**config.mk**
```make
export PLATFORM = sky130hd
export DESIGN_NAME = scpm_top
export DESIGN_NICKNAME = d
export VERILOG_FILES = /design/src/rtl/scpm_pkg.sv /design/src/rtl/scpm_sync.sv /design/src/rtl/scpm_vec_mem.sv /design/src/rtl/scpm_top.sv
export VERILOG_INCLUDE_DIRS = /design/src /design/src/rtl
export SDC_FILE = /design/constraint.sdc
export NUM_CORES = 1
export LEC_CHECK = 0
export ABC_AREA = 1
export BUFFER_PORTS_ARGS = -buffer_cell sky130_fd_sc_hd__buf_2
export CAP_MARGIN = 10
export CORE_ASPECT_RATIO = 1.1
export CORE_MARGIN = 4
export CORE_UTILIZATION = 45
export DETAILED_ROUTE_END_ITERATION = 16
export GPL_ROUTABILITY_DRIVEN = 0
export HOLD_SLACK_MARGIN = 0.02
export PLACE_DENSITY = 0.73
export SETUP_SLACK_MARGIN = 0.4
export SYNTH_ARGS = -nofsm -noshare
export SYNTH_HDL_FRONTEND = slang
export SYNTH_HIERARCHICAL = 1
export SYNTH_SLANG_ARGS = --single-unit
```
**constraint.sdc**
```tcl
create_clock -name i_clk -period 2.9 [get_ports i_clk]
set_clock_uncertainty 0.2 [all_clocks]
set_input_delay 0.145 -clock i_clk [delete_from_list [all_inputs] [get_ports i_clk]]
set_output_delay 0.145 -clock i_clk [all_outputs]
set_load 0.02 [all_outputs]
```
**src/rtl/scpm_cfg.svh**
```systemverilog
// Offsets, reset values and timing counts of the slave processor mode and port block.
`ifndef SCPM_CFG_SVH
`define SCPM_CFG_SVH
`define SCPM_P1_DIR 16'h0000
`define SCPM_P2_DIR 16'h0001
`define SCPM_P1_DATA 16'h0002
`define SCPM_P2_DATA 16'h0003
`define SCPM_P3_DIR 16'h0004
`define SCPM_P4_DIR 16'h0005
`define SCPM_P3_DATA 16'h0006
`define SCPM_P4_DATA 16'h0007
`define SCPM_TMR_CS 16'h0008
`define SCPM_CNT_HI 16'h0009
`define SCPM_CNT_LO 16'h000a
`define SCPM_CMP_HI 16'h000b
`define SCPM_CMP_LO 16'h000c
`define SCPM_CPU_STAT 16'h001e
`define SCPM_VEC_HI 16'hfffe
`define SCPM_VEC_LO 16'hffff
`define SCPM_MUX_MODE 3'h6
`define SCPM_MODE_LSB 5
`define SCPM_TMR_OCF 6
`define SCPM_TMR_OLVL 0
`define SCPM_STAT_MASK 0
`define SCPM_STAT_RUN 1
`define SCPM_REG_RST 8'h00
`define SCPM_CNT_RST 16'h0000
`define SCPM_CMP_RST 16'hffff
`define SCPM_VEC_HI_RST 8'hf0
`define SCPM_VEC_LO_RST 8'h00
`define SCPM_CLK_NS 4
`define SCPM_TICK_NS 16
`define SCPM_TICK_CYC (`SCPM_TICK_NS / `SCPM_CLK_NS)
`define SCPM_REG_END 16'h001f
`define SCPM_EXT_END 16'h007f
`define SCPM_IRAM_END 16'h00ff
`define SCPM_VRAM_LO 16'h8000
`define SCPM_VRAM_END 16'h97ff
`define SCPM_IROM_LO 16'hf000
`endif

```
**src/rtl/scpm_pkg.sv**
```systemverilog
// Types shared by the slave processor mode and port block.
package scpm_pkg;
    typedef enum logic [2:0] {
        SCPM_ST_LATCH = 3'h0,
        SCPM_ST_VHI = 3'h1,
        SCPM_ST_VLO = 3'h2,
        SCPM_ST_VDONE = 3'h3,
        SCPM_ST_RUN = 3'h4
    } scpm_state_t;
    typedef enum logic [2:0] {
        SCPM_RG_REG = 3'h0,
        SCPM_RG_EXT = 3'h1,
        SCPM_RG_IRAM = 3'h2,
        SCPM_RG_VRAM = 3'h3,
        SCPM_RG_IROM = 3'h4,
        SCPM_RG_NONE = 3'h5
    } scpm_region_t;
    typedef struct packed {
        logic speaker_power;
        logic speaker_output;
        logic serial_pin_out;
        logic serial_pin_in;
        logic tape_head_switch;
        logic tape_write_enable;
        logic tape_erase_head;
        logic tape_motor;
    } scpm_p1_t;
    typedef struct packed {
        logic [2:0] unused_hi;
        logic serial_transmit;
        logic serial_receive;
        logic unused_2;
        logic tape_write_data;
        logic read_data_input;
    } scpm_p2_t;
    typedef struct packed {
        logic [15:0] addr;
        logic [7:0] wdata;
        logic wr;
        logic rd;
    } scpm_bus_t;
endpackage

```
**src/rtl/scpm_sync.sv**
```systemverilog
// Three-stage input synchroniser with agreement filter.
`timescale 1ns/1ps
module scpm_sync (
    input wire logic i_clk,
    input wire logic i_reset,
    input wire logic [31:0] i_async,
    output logic [31:0] o_sync
);
    logic [31:0] s1;
    logic [31:0] s2;
    logic [31:0] s3;
    // The chain runs through reset so that the mode straps are settled when reset is released.
    always_ff @(posedge i_clk) begin
        s1 <= i_async;
        s2 <= s1;
        s3 <= s2;
    end
    genvar g;
    generate
        for (g = 0; g < 32; g = g + 1) begin : g_bit
            always_ff @(posedge i_clk) begin
                if (i_reset || s2[g] == s3[g]) begin
                    o_sync[g] <= s3[g];
                end
            end
        end
    endgenerate
endmodule

```
**src/rtl/scpm_vec_mem.sv**
```systemverilog
// Two-byte reset vector store with registered read data.
`timescale 1ns/1ps
`include "scpm_cfg.svh"
module scpm_vec_mem (
    input wire logic i_clk,
    input wire logic i_reset,
    input wire logic i_we,
    input wire logic i_waddr,
    input wire logic [7:0] i_wdata,
    input wire logic i_raddr,
    output logic [7:0] o_rdata
);
    logic [7:0] mem [0:1];
    always_ff @(posedge i_clk) begin
        if (i_reset) begin
            mem[0] <= `SCPM_VEC_HI_RST;
            mem[1] <= `SCPM_VEC_LO_RST;
        end else if (i_we) begin
            mem[i_waddr] <= i_wdata;
        end
    end
    always_ff @(posedge i_clk) begin
        if (i_reset) begin
            o_rdata <= 8'h00;
        end else begin
            o_rdata <= mem[i_raddr];
        end
    end
endmodule

```
**src/rtl/scpm_top.sv**
```systemverilog
// Mode latch, reset sequence, port registers and timer of the slave processor.
//
// Operation
// - Mode comes from port 2 bits 2..0.
// - Mode selection is pure hardware at reset.
// - Latch mode bits first after reset release.
// - Latched mode governs, not live levels.
// - Program counter loaded from vector FFFE/FFFF.
// - Interrupt mask set after reset.
// - Memory map regions up to FFFFH.
// - Direction bits steer ports 1 and 2.
// - Ports 3/4 carry PC low/high address bytes in mode 6, no data.
// - Port 1 bits: speaker, serial, tape lines.
// - Port 2 bits: serial, tape data, read.
// - Sixteen-bit counter and compare value bytes.
`timescale 1ns/1ps
`include "scpm_cfg.svh"
module scpm_top (
    input wire logic i_clk,
    input wire logic i_reset,
    input wire scpm_pkg::scpm_bus_t i_bus,
    output logic [7:0] o_rdata,
    input wire logic [7:0] i_p1_in,
    output scpm_pkg::scpm_p1_t o_p1_out,
    output logic [7:0] o_p1_oe,
    input wire logic [7:0] i_p2_in,
    output scpm_pkg::scpm_p2_t o_p2_out,
    output logic [7:0] o_p2_oe,
    input wire logic [7:0] i_p3_in,
    output logic [7:0] o_p3_out,
    output logic [7:0] o_p3_oe,
    input wire logic [7:0] i_p4_in,
    output logic [7:0] o_p4_out,
    output logic [7:0] o_p4_oe,
    output logic [2:0] o_mode,
    output logic o_mux_mode,
    output logic [15:0] o_pc,
    output scpm_pkg::scpm_region_t o_pc_region,
    output logic o_running,
    output logic o_irq_mask,
    output logic o_cmp_match
);
    // ------------------------------------------------------------
    // Address decoding
    // ------------------------------------------------------------
    function automatic scpm_pkg::scpm_region_t region_of(input logic [15:0] a);
        if (a <= `SCPM_REG_END) begin
            region_of = scpm_pkg::SCPM_RG_REG;
        end else if (a <= `SCPM_EXT_END) begin
            region_of = scpm_pkg::SCPM_RG_EXT;
        end else if (a <= `SCPM_IRAM_END) begin
            region_of = scpm_pkg::SCPM_RG_IRAM;
        end else if (a >= `SCPM_VRAM_LO && a <= `SCPM_VRAM_END) begin
            region_of = scpm_pkg::SCPM_RG_VRAM;
        end else if (a >= `SCPM_IROM_LO) begin
            region_of = scpm_pkg::SCPM_RG_IROM;
        end else begin
            region_of = scpm_pkg::SCPM_RG_NONE;
        end
    endfunction

    logic [31:0] pins;
    scpm_pkg::scpm_state_t state;
    logic [2:0] mode;
    logic irq_mask;
    logic [7:0] p1_dir;
    logic [7:0] p2_dir;
    logic [7:0] p3_dir;
    logic [7:0] p4_dir;
    scpm_pkg::scpm_p1_t p1_data;
    scpm_pkg::scpm_p2_t p2_data;
    logic [7:0] p3_data;
    logic [7:0] p4_data;
    logic [15:0] cnt;
    logic [15:0] cmp;
    logic ocf;
    logic olvl;
    logic [7:0] div;
    logic tick;
    logic [7:0] vec_rdata;
    logic vec_raddr;
    logic vec_we;
    logic bus_reg;
    logic mux_drive;

    scpm_sync u_sync (
        .i_clk(i_clk),
        .i_reset(i_reset),
        .i_async({i_p4_in, i_p3_in, i_p2_in, i_p1_in}),
        .o_sync(pins)
    );

    assign vec_we = i_bus.wr && (i_bus.addr[15:1] == 15'(`SCPM_VEC_HI >> 1));
    assign vec_raddr = (state == scpm_pkg::SCPM_ST_VLO);
    assign bus_reg = (region_of(i_bus.addr) == scpm_pkg::SCPM_RG_REG);
    assign mux_drive = (mode == `SCPM_MUX_MODE) && (state == scpm_pkg::SCPM_ST_RUN);

    scpm_vec_mem u_vec (
        .i_clk(i_clk),
        .i_reset(i_reset),
        .i_we(vec_we),
        .i_waddr(i_bus.addr[0]),
        .i_wdata(i_bus.wdata),
        .i_raddr(vec_raddr),
        .o_rdata(vec_rdata)
    );

    // ------------------------------------------------------------
    // Reset sequence
    // ------------------------------------------------------------
    always_ff @(posedge i_clk) begin
        if (i_reset) begin
            state <= scpm_pkg::SCPM_ST_LATCH;
        end else begin
            case (state)
                scpm_pkg::SCPM_ST_LATCH: begin
                    state <= scpm_pkg::SCPM_ST_VHI;
                end
                scpm_pkg::SCPM_ST_VHI: begin
                    state <= scpm_pkg::SCPM_ST_VLO;
                end
                scpm_pkg::SCPM_ST_VLO: begin
                    state <= scpm_pkg::SCPM_ST_VDONE;
                end
                scpm_pkg::SCPM_ST_VDONE: begin
                    state <= scpm_pkg::SCPM_ST_RUN;
                end
                scpm_pkg::SCPM_ST_RUN: begin
                    state <= scpm_pkg::SCPM_ST_RUN;
                end
                default: begin
                    state <= scpm_pkg::SCPM_ST_LATCH;
                end
            endcase
        end
    end

    always_ff @(posedge i_clk) begin
        if (i_reset) begin
            mode <= 3'h0;
        end else if (state == scpm_pkg::SCPM_ST_LATCH) begin
            mode <= pins[10:8];
        end
    end

    always_ff @(posedge i_clk) begin
        if (i_reset) begin
            o_pc <= 16'h0000;
        end else if (state == scpm_pkg::SCPM_ST_VLO) begin
            o_pc[15:8] <= vec_rdata;
        end else if (state == scpm_pkg::SCPM_ST_VDONE) begin
            o_pc[7:0] <= vec_rdata;
        end
    end

    always_ff @(posedge i_clk) begin
        if (i_reset) begin
            irq_mask <= 1'b1;
        end else if (state == scpm_pkg::SCPM_ST_VDONE) begin
            irq_mask <= 1'b1;
        end else if (i_bus.wr && i_bus.addr == `SCPM_CPU_STAT) begin
            irq_mask <= i_bus.wdata[`SCPM_STAT_MASK];
        end
    end

    always_ff @(posedge i_clk) begin
        if (i_reset) begin
            o_mode <= 3'h0;
            o_mux_mode <= 1'b0;
            o_running <= 1'b0;
            o_irq_mask <= 1'b1;
            o_pc_region <= scpm_pkg::SCPM_RG_REG;
        end else begin
            o_mode <= mode;
            o_mux_mode <= (mode == `SCPM_MUX_MODE);
            o_running <= (state == scpm_pkg::SCPM_ST_RUN);
            o_irq_mask <= irq_mask;
            o_pc_region <= region_of(o_pc);
        end
    end

    // ------------------------------------------------------------
    // Port registers
    // ------------------------------------------------------------
    always_ff @(posedge i_clk) begin
        if (i_reset) begin
            p1_dir <= `SCPM_REG_RST;
            p2_dir <= `SCPM_REG_RST;
            p3_dir <= `SCPM_REG_RST;
            p4_dir <= `SCPM_REG_RST;
            p1_data <= `SCPM_REG_RST;
            p2_data <= `SCPM_REG_RST;
            p3_data <= `SCPM_REG_RST;
            p4_data <= `SCPM_REG_RST;
        end else if (i_bus.wr) begin
            case (i_bus.addr)
                `SCPM_P1_DIR: p1_dir <= i_bus.wdata;
                `SCPM_P2_DIR: p2_dir <= i_bus.wdata;
                `SCPM_P3_DIR: p3_dir <= i_bus.wdata;
                `SCPM_P4_DIR: p4_dir <= i_bus.wdata;
                `SCPM_P1_DATA: p1_data <= i_bus.wdata;
                `SCPM_P2_DATA: p2_data <= i_bus.wdata;
                `SCPM_P3_DATA: p3_data <= i_bus.wdata;
                `SCPM_P4_DATA: p4_data <= i_bus.wdata;
                default: begin
                end
            endcase
        end
    end

    always_ff @(posedge i_clk) begin
        if (i_reset) begin
            o_p1_out <= 8'h00;
            o_p1_oe <= 8'h00;
            o_p2_out <= 8'h00;
            o_p2_oe <= 8'h00;
        end else begin
            o_p1_out <= p1_data;
            o_p1_oe <= p1_dir;
            o_p2_out <= p2_data;
            o_p2_oe <= p2_dir;
        end
    end

    always_ff @(posedge i_clk) begin
        if (i_reset) begin
            o_p3_out <= 8'h00;
            o_p3_oe <= 8'h00;
            o_p4_out <= 8'h00;
            o_p4_oe <= 8'h00;
        end else if (mux_drive) begin
            o_p3_out <= o_pc[7:0];
            o_p3_oe <= 8'hff;
            o_p4_out <= o_pc[15:8];
            o_p4_oe <= 8'hff;
        end else begin
            o_p3_out <= p3_data;
            o_p3_oe <= p3_dir;
            o_p4_out <= p4_data;
            o_p4_oe <= p4_dir;
        end
    end

    // ------------------------------------------------------------
    // Timer
    // ------------------------------------------------------------
    always_ff @(posedge i_clk) begin
        if (i_reset) begin
            div <= 8'h00;
            tick <= 1'b0;
        end else if (div == 8'(`SCPM_TICK_CYC - 1)) begin
            div <= 8'h00;
            tick <= 1'b1;
        end else begin
            div <= div + 8'h01;
            tick <= 1'b0;
        end
    end

    always_ff @(posedge i_clk) begin
        if (i_reset) begin
            cnt <= `SCPM_CNT_RST;
        end else if (i_bus.wr && i_bus.addr == `SCPM_CNT_HI) begin
            cnt[15:8] <= i_bus.wdata;
        end else if (i_bus.wr && i_bus.addr == `SCPM_CNT_LO) begin
            cnt[7:0] <= i_bus.wdata;
        end else if (tick) begin
            cnt <= cnt + 16'h0001;
        end
    end

    always_ff @(posedge i_clk) begin
        if (i_reset) begin
            cmp <= `SCPM_CMP_RST;
        end else if (i_bus.wr && i_bus.addr == `SCPM_CMP_HI) begin
            cmp[15:8] <= i_bus.wdata;
        end else if (i_bus.wr && i_bus.addr == `SCPM_CMP_LO) begin
            cmp[7:0] <= i_bus.wdata;
        end
    end

    always_ff @(posedge i_clk) begin
        if (i_reset) begin
            ocf <= 1'b0;
            olvl <= 1'b0;
            o_cmp_match <= 1'b0;
        end else begin
            o_cmp_match <= tick && (cnt == cmp);
            if (tick && cnt == cmp) begin
                ocf <= 1'b1;
            end else if (i_bus.wr && i_bus.addr == `SCPM_TMR_CS) begin
                ocf <= 1'b0;
            end
            if (i_bus.wr && i_bus.addr == `SCPM_TMR_CS) begin
                olvl <= i_bus.wdata[`SCPM_TMR_OLVL];
            end
        end
    end

    // ------------------------------------------------------------
    // Register read
    // ------------------------------------------------------------
    always_ff @(posedge i_clk) begin
        if (i_reset) begin
            o_rdata <= 8'h00;
        end else if (i_bus.rd && bus_reg) begin
            case (i_bus.addr)
                `SCPM_P1_DIR: o_rdata <= p1_dir;
                `SCPM_P2_DIR: o_rdata <= p2_dir;
                `SCPM_P3_DIR: o_rdata <= p3_dir;
                `SCPM_P4_DIR: o_rdata <= p4_dir;
                `SCPM_P1_DATA: o_rdata <= (p1_dir & p1_data) | (~p1_dir & pins[7:0]);
                `SCPM_P2_DATA: o_rdata <= {mode, (p2_dir[4:0] & p2_data[4:0]) | (~p2_dir[4:0] & pins[12:8])};
                `SCPM_P3_DATA: o_rdata <= (p3_dir & p3_data) | (~p3_dir & pins[23:16]);
                `SCPM_P4_DATA: o_rdata <= (p4_dir & p4_data) | (~p4_dir & pins[31:24]);
                `SCPM_TMR_CS: o_rdata <= {1'b0, ocf, 5'h00, olvl};
                `SCPM_CNT_HI: o_rdata <= cnt[15:8];
                `SCPM_CNT_LO: o_rdata <= cnt[7:0];
                `SCPM_CMP_HI: o_rdata <= cmp[15:8];
                `SCPM_CMP_LO: o_rdata <= cmp[7:0];
                `SCPM_CPU_STAT: o_rdata <= {6'h00, (state == scpm_pkg::SCPM_ST_RUN), irq_mask};
                default: o_rdata <= 8'h00;
            endcase
        end else begin
            o_rdata <= 8'h00;
        end
    end
endmodule

```
==> impl_metrics.csv <==
group,metric,value,unit
yosys,synthCells,1698,
critical_path,r2r_start,"state[0]",
sta,rsz0062_at_grt,"true",
floorplanning,initial_core_util,0.4556,
sta,setup_viol,0,
floorplanning,rows,67,
power_and_ir_drop,ir_worst_vdd,0.0005014,V
sta,max_freq,0.4160,GHz
clock_network,cts_tree,"done",
critical_path,cp.required,3.10,ns
flow_run,drv_cap,0,
route,ant_nets,0,
critical_path,crit_path_start_kind,"input pin",
route,wire_per_inst,16.26,µm
clock_network,clk_pin_slew,0.06,ns
critical_path,cp_max_fo,16,
sta,finalCriticalPeriod,2.404,ns
route,dr.first_iter.drc_count,1193,
floorplanning,ios,158,
clock_network,cts_buffers,36,
global_routing,antenna_found_initial,1,
cells_and_area,area_growth,19.59,%
sta,timing.final.max_slew_violations,0,
clock_network,htree_levels,2,
global_routing,met3_usage,0.03740,
power_and_ir_drop,cellLeakagePower,7.541,nW
clock_network,cts_setup_buffers,0,
yosys,yosysWarnings,6,
critical_path,end_kind,"register",
critical_path,reg2regPathDepth,7,
route,drcViolationCount,0,
global_routing,busiest_layer,"met2",
sta,fin_tns_setup,0,ns
route,vias,11840,
yosys,synth_fp_nets,1760,
hold_path,hp-start,"i_bus[18]",
cells_and_area,layout-drive-gt1-share,0.1531,
place,hpwl,26800,µm
power_and_ir_drop,p_per_area,637.6,nW/µm²
sta,tightestPinTransition,0.7901,ns
place,io_buffers,154,
hold_path,whs_path_depth,5,
yosys,syn_area,13860,µm²
route,vias_per_cell,5.114,
route,firstDrtPassIters,7,
hold_path,hold_path.class,"input pin to register",
power_and_ir_drop,p_total,10.57,mW
global_routing,grt.met1_usage,0.2792,
clock_network,root_buffer,"clkbuf_16",
critical_path,r2r_end,"o_p3_out[1]",
critical_path,r2r_slack,0.86,ns
clock_network,cts.sinks,352,
floorplanning,core-area,30430,µm²
hold_path,whs_endpoint,"u_vec/mem[0][4]",
global_routing,grt_use_met2,0.3660,
global_routing,overflow,0,
critical_path,path_class,"input pin to register",
floorplanning,dieArea,33680,µm²
global_routing,grt_start_max_net_pins,68,
sta,hold_viol_final,0,
route,drt-total-wl,37660,µm
critical_path,worstPathArrival,2.61,ns
sta,slew_headroom,0.4727,
yosys,avgSynthCellArea,8.164,µm²
sta,fin_crit_sh,0.8290,
floorplanning,die_h,192.1,µm
floorplanning,die_x,175.4,µm
clock_network,insertion_delay,0.53,ns
clock_network,clockBufferDepth,3,
global_routing,first_global_vias,10950,
status,status,"finished, final reports clean",
global_routing,grt_first_pass_wirelength,58400,µm
cells_and_area,final_nets,1938,
global_routing,track_usage,0.2180,
## worst max-delay path by stage
stage | start | endpoint | cells past startpoint | slack [ns]
5_1_grt | i_reset | o_rdata[1] | 9 | 0.37
6_report | i_bus[10] | p2_dir[4] | 8 | 0.50
4_1_cts | i_reset | o_rdata[1] | 9 | 0.45
2_1_floorplan | i_bus[1] | u_vec/mem[1][0] | 6 | 0.47
3_3_place_gp | i_bus[13] | u_vec/mem[0][4] | 9 | 0.71
3_5_place_dp | i_bus[13] | u_vec/mem[1][7] | 9 | 0.66
## metal layers
layer  vias to the layer above  wire length (µm)
met4                         0              1641
met1                      5400             15580
li1                       5848                 -
met5                         -                 0
met2                       483             17420
met3                       113              3021
## registers in the layout, summed over array words and instances (netlist names), 16 cells and up
name,flops
u_sync/s3,29
u_sync/s2,29
cnt,16
cmp,16
u_vec/mem,16
u_sync/o_sync,29
u_sync/s1,29
o_pc,16
## final cells by class
type	instances	area (µm²)
fillers	2752	13850
clock inverters	9	148.9
well taps	414	518.0
diodes	1	2.502
clock buffers	54	1071
repair buffers	219	1416
inverters	234	879.6
flip-flops and latches	352	7497
multi-input cells	1033	5046
## report_power, final
part | internal (mW) | switching (mW)
sequential | 5.10 | 0.0954
clock | 2.91 | 1.85
combinational | 0.204 | 0.407
## what timing repair did
item | 4_1_cts | 5_1_grt
setup endpoints to repair | 0 | 3
resized for setup | 0 | 3
hold endpoints to repair | 135 | 0
hold buffers | 47 | 0
## cell usage in the layout, fill, tap and decap left out, types with 8 or more instances in the layout
cell	count
dfxtp_1	307
nand2_1	304
inv_1	224
nor2_1	197
buf_2	153
o21ai_0	131
a21oi_1	116
nand3_1	96
nand4_1	67
dlygate4sd3_1	47
edfxtp_1	45
clkbuf_16	38
o211ai_1	15
buf_4	15
xor2_1	12
nor2_2	10
clkbuf_1	10
inv_2	9
nor3_1	9
nand3_2	9
o21ai_1	8
## stage by stage
stage | util | instances | hold slack, ns | cell area (µm²) | worst slack, ns
after global placement | 0.4888 | 2205 | 0.04738 | 14880 | 0.7099
after detailed placement | 0.4888 | 2205 | 0.04860 | 14880 | 0.6596
after floorplan | - | 1698 | -0.02728 | 13860 | 0.4707
after global routing | 0.5448 | 2316 | 0.04091 | 16580 | 0.3670
after CTS | 0.5444 | 2315 | 0.02440 | 16570 | 0.4528
final | 0.5448 | 2316 | 0.03227 | 16580 | 0.4960
## worst max-delay path: stages
cell and delay [ns]:
dlygate4sd3_1 0.54, buf_2 0.22, nand2_1 0.22, nor3_2 0.40, nand3_4 0.24, o21ai_0 0.20
a21oi_1 0.06, dlygate4sd3_1 0.57
Power figures use the tool's default switching activity.
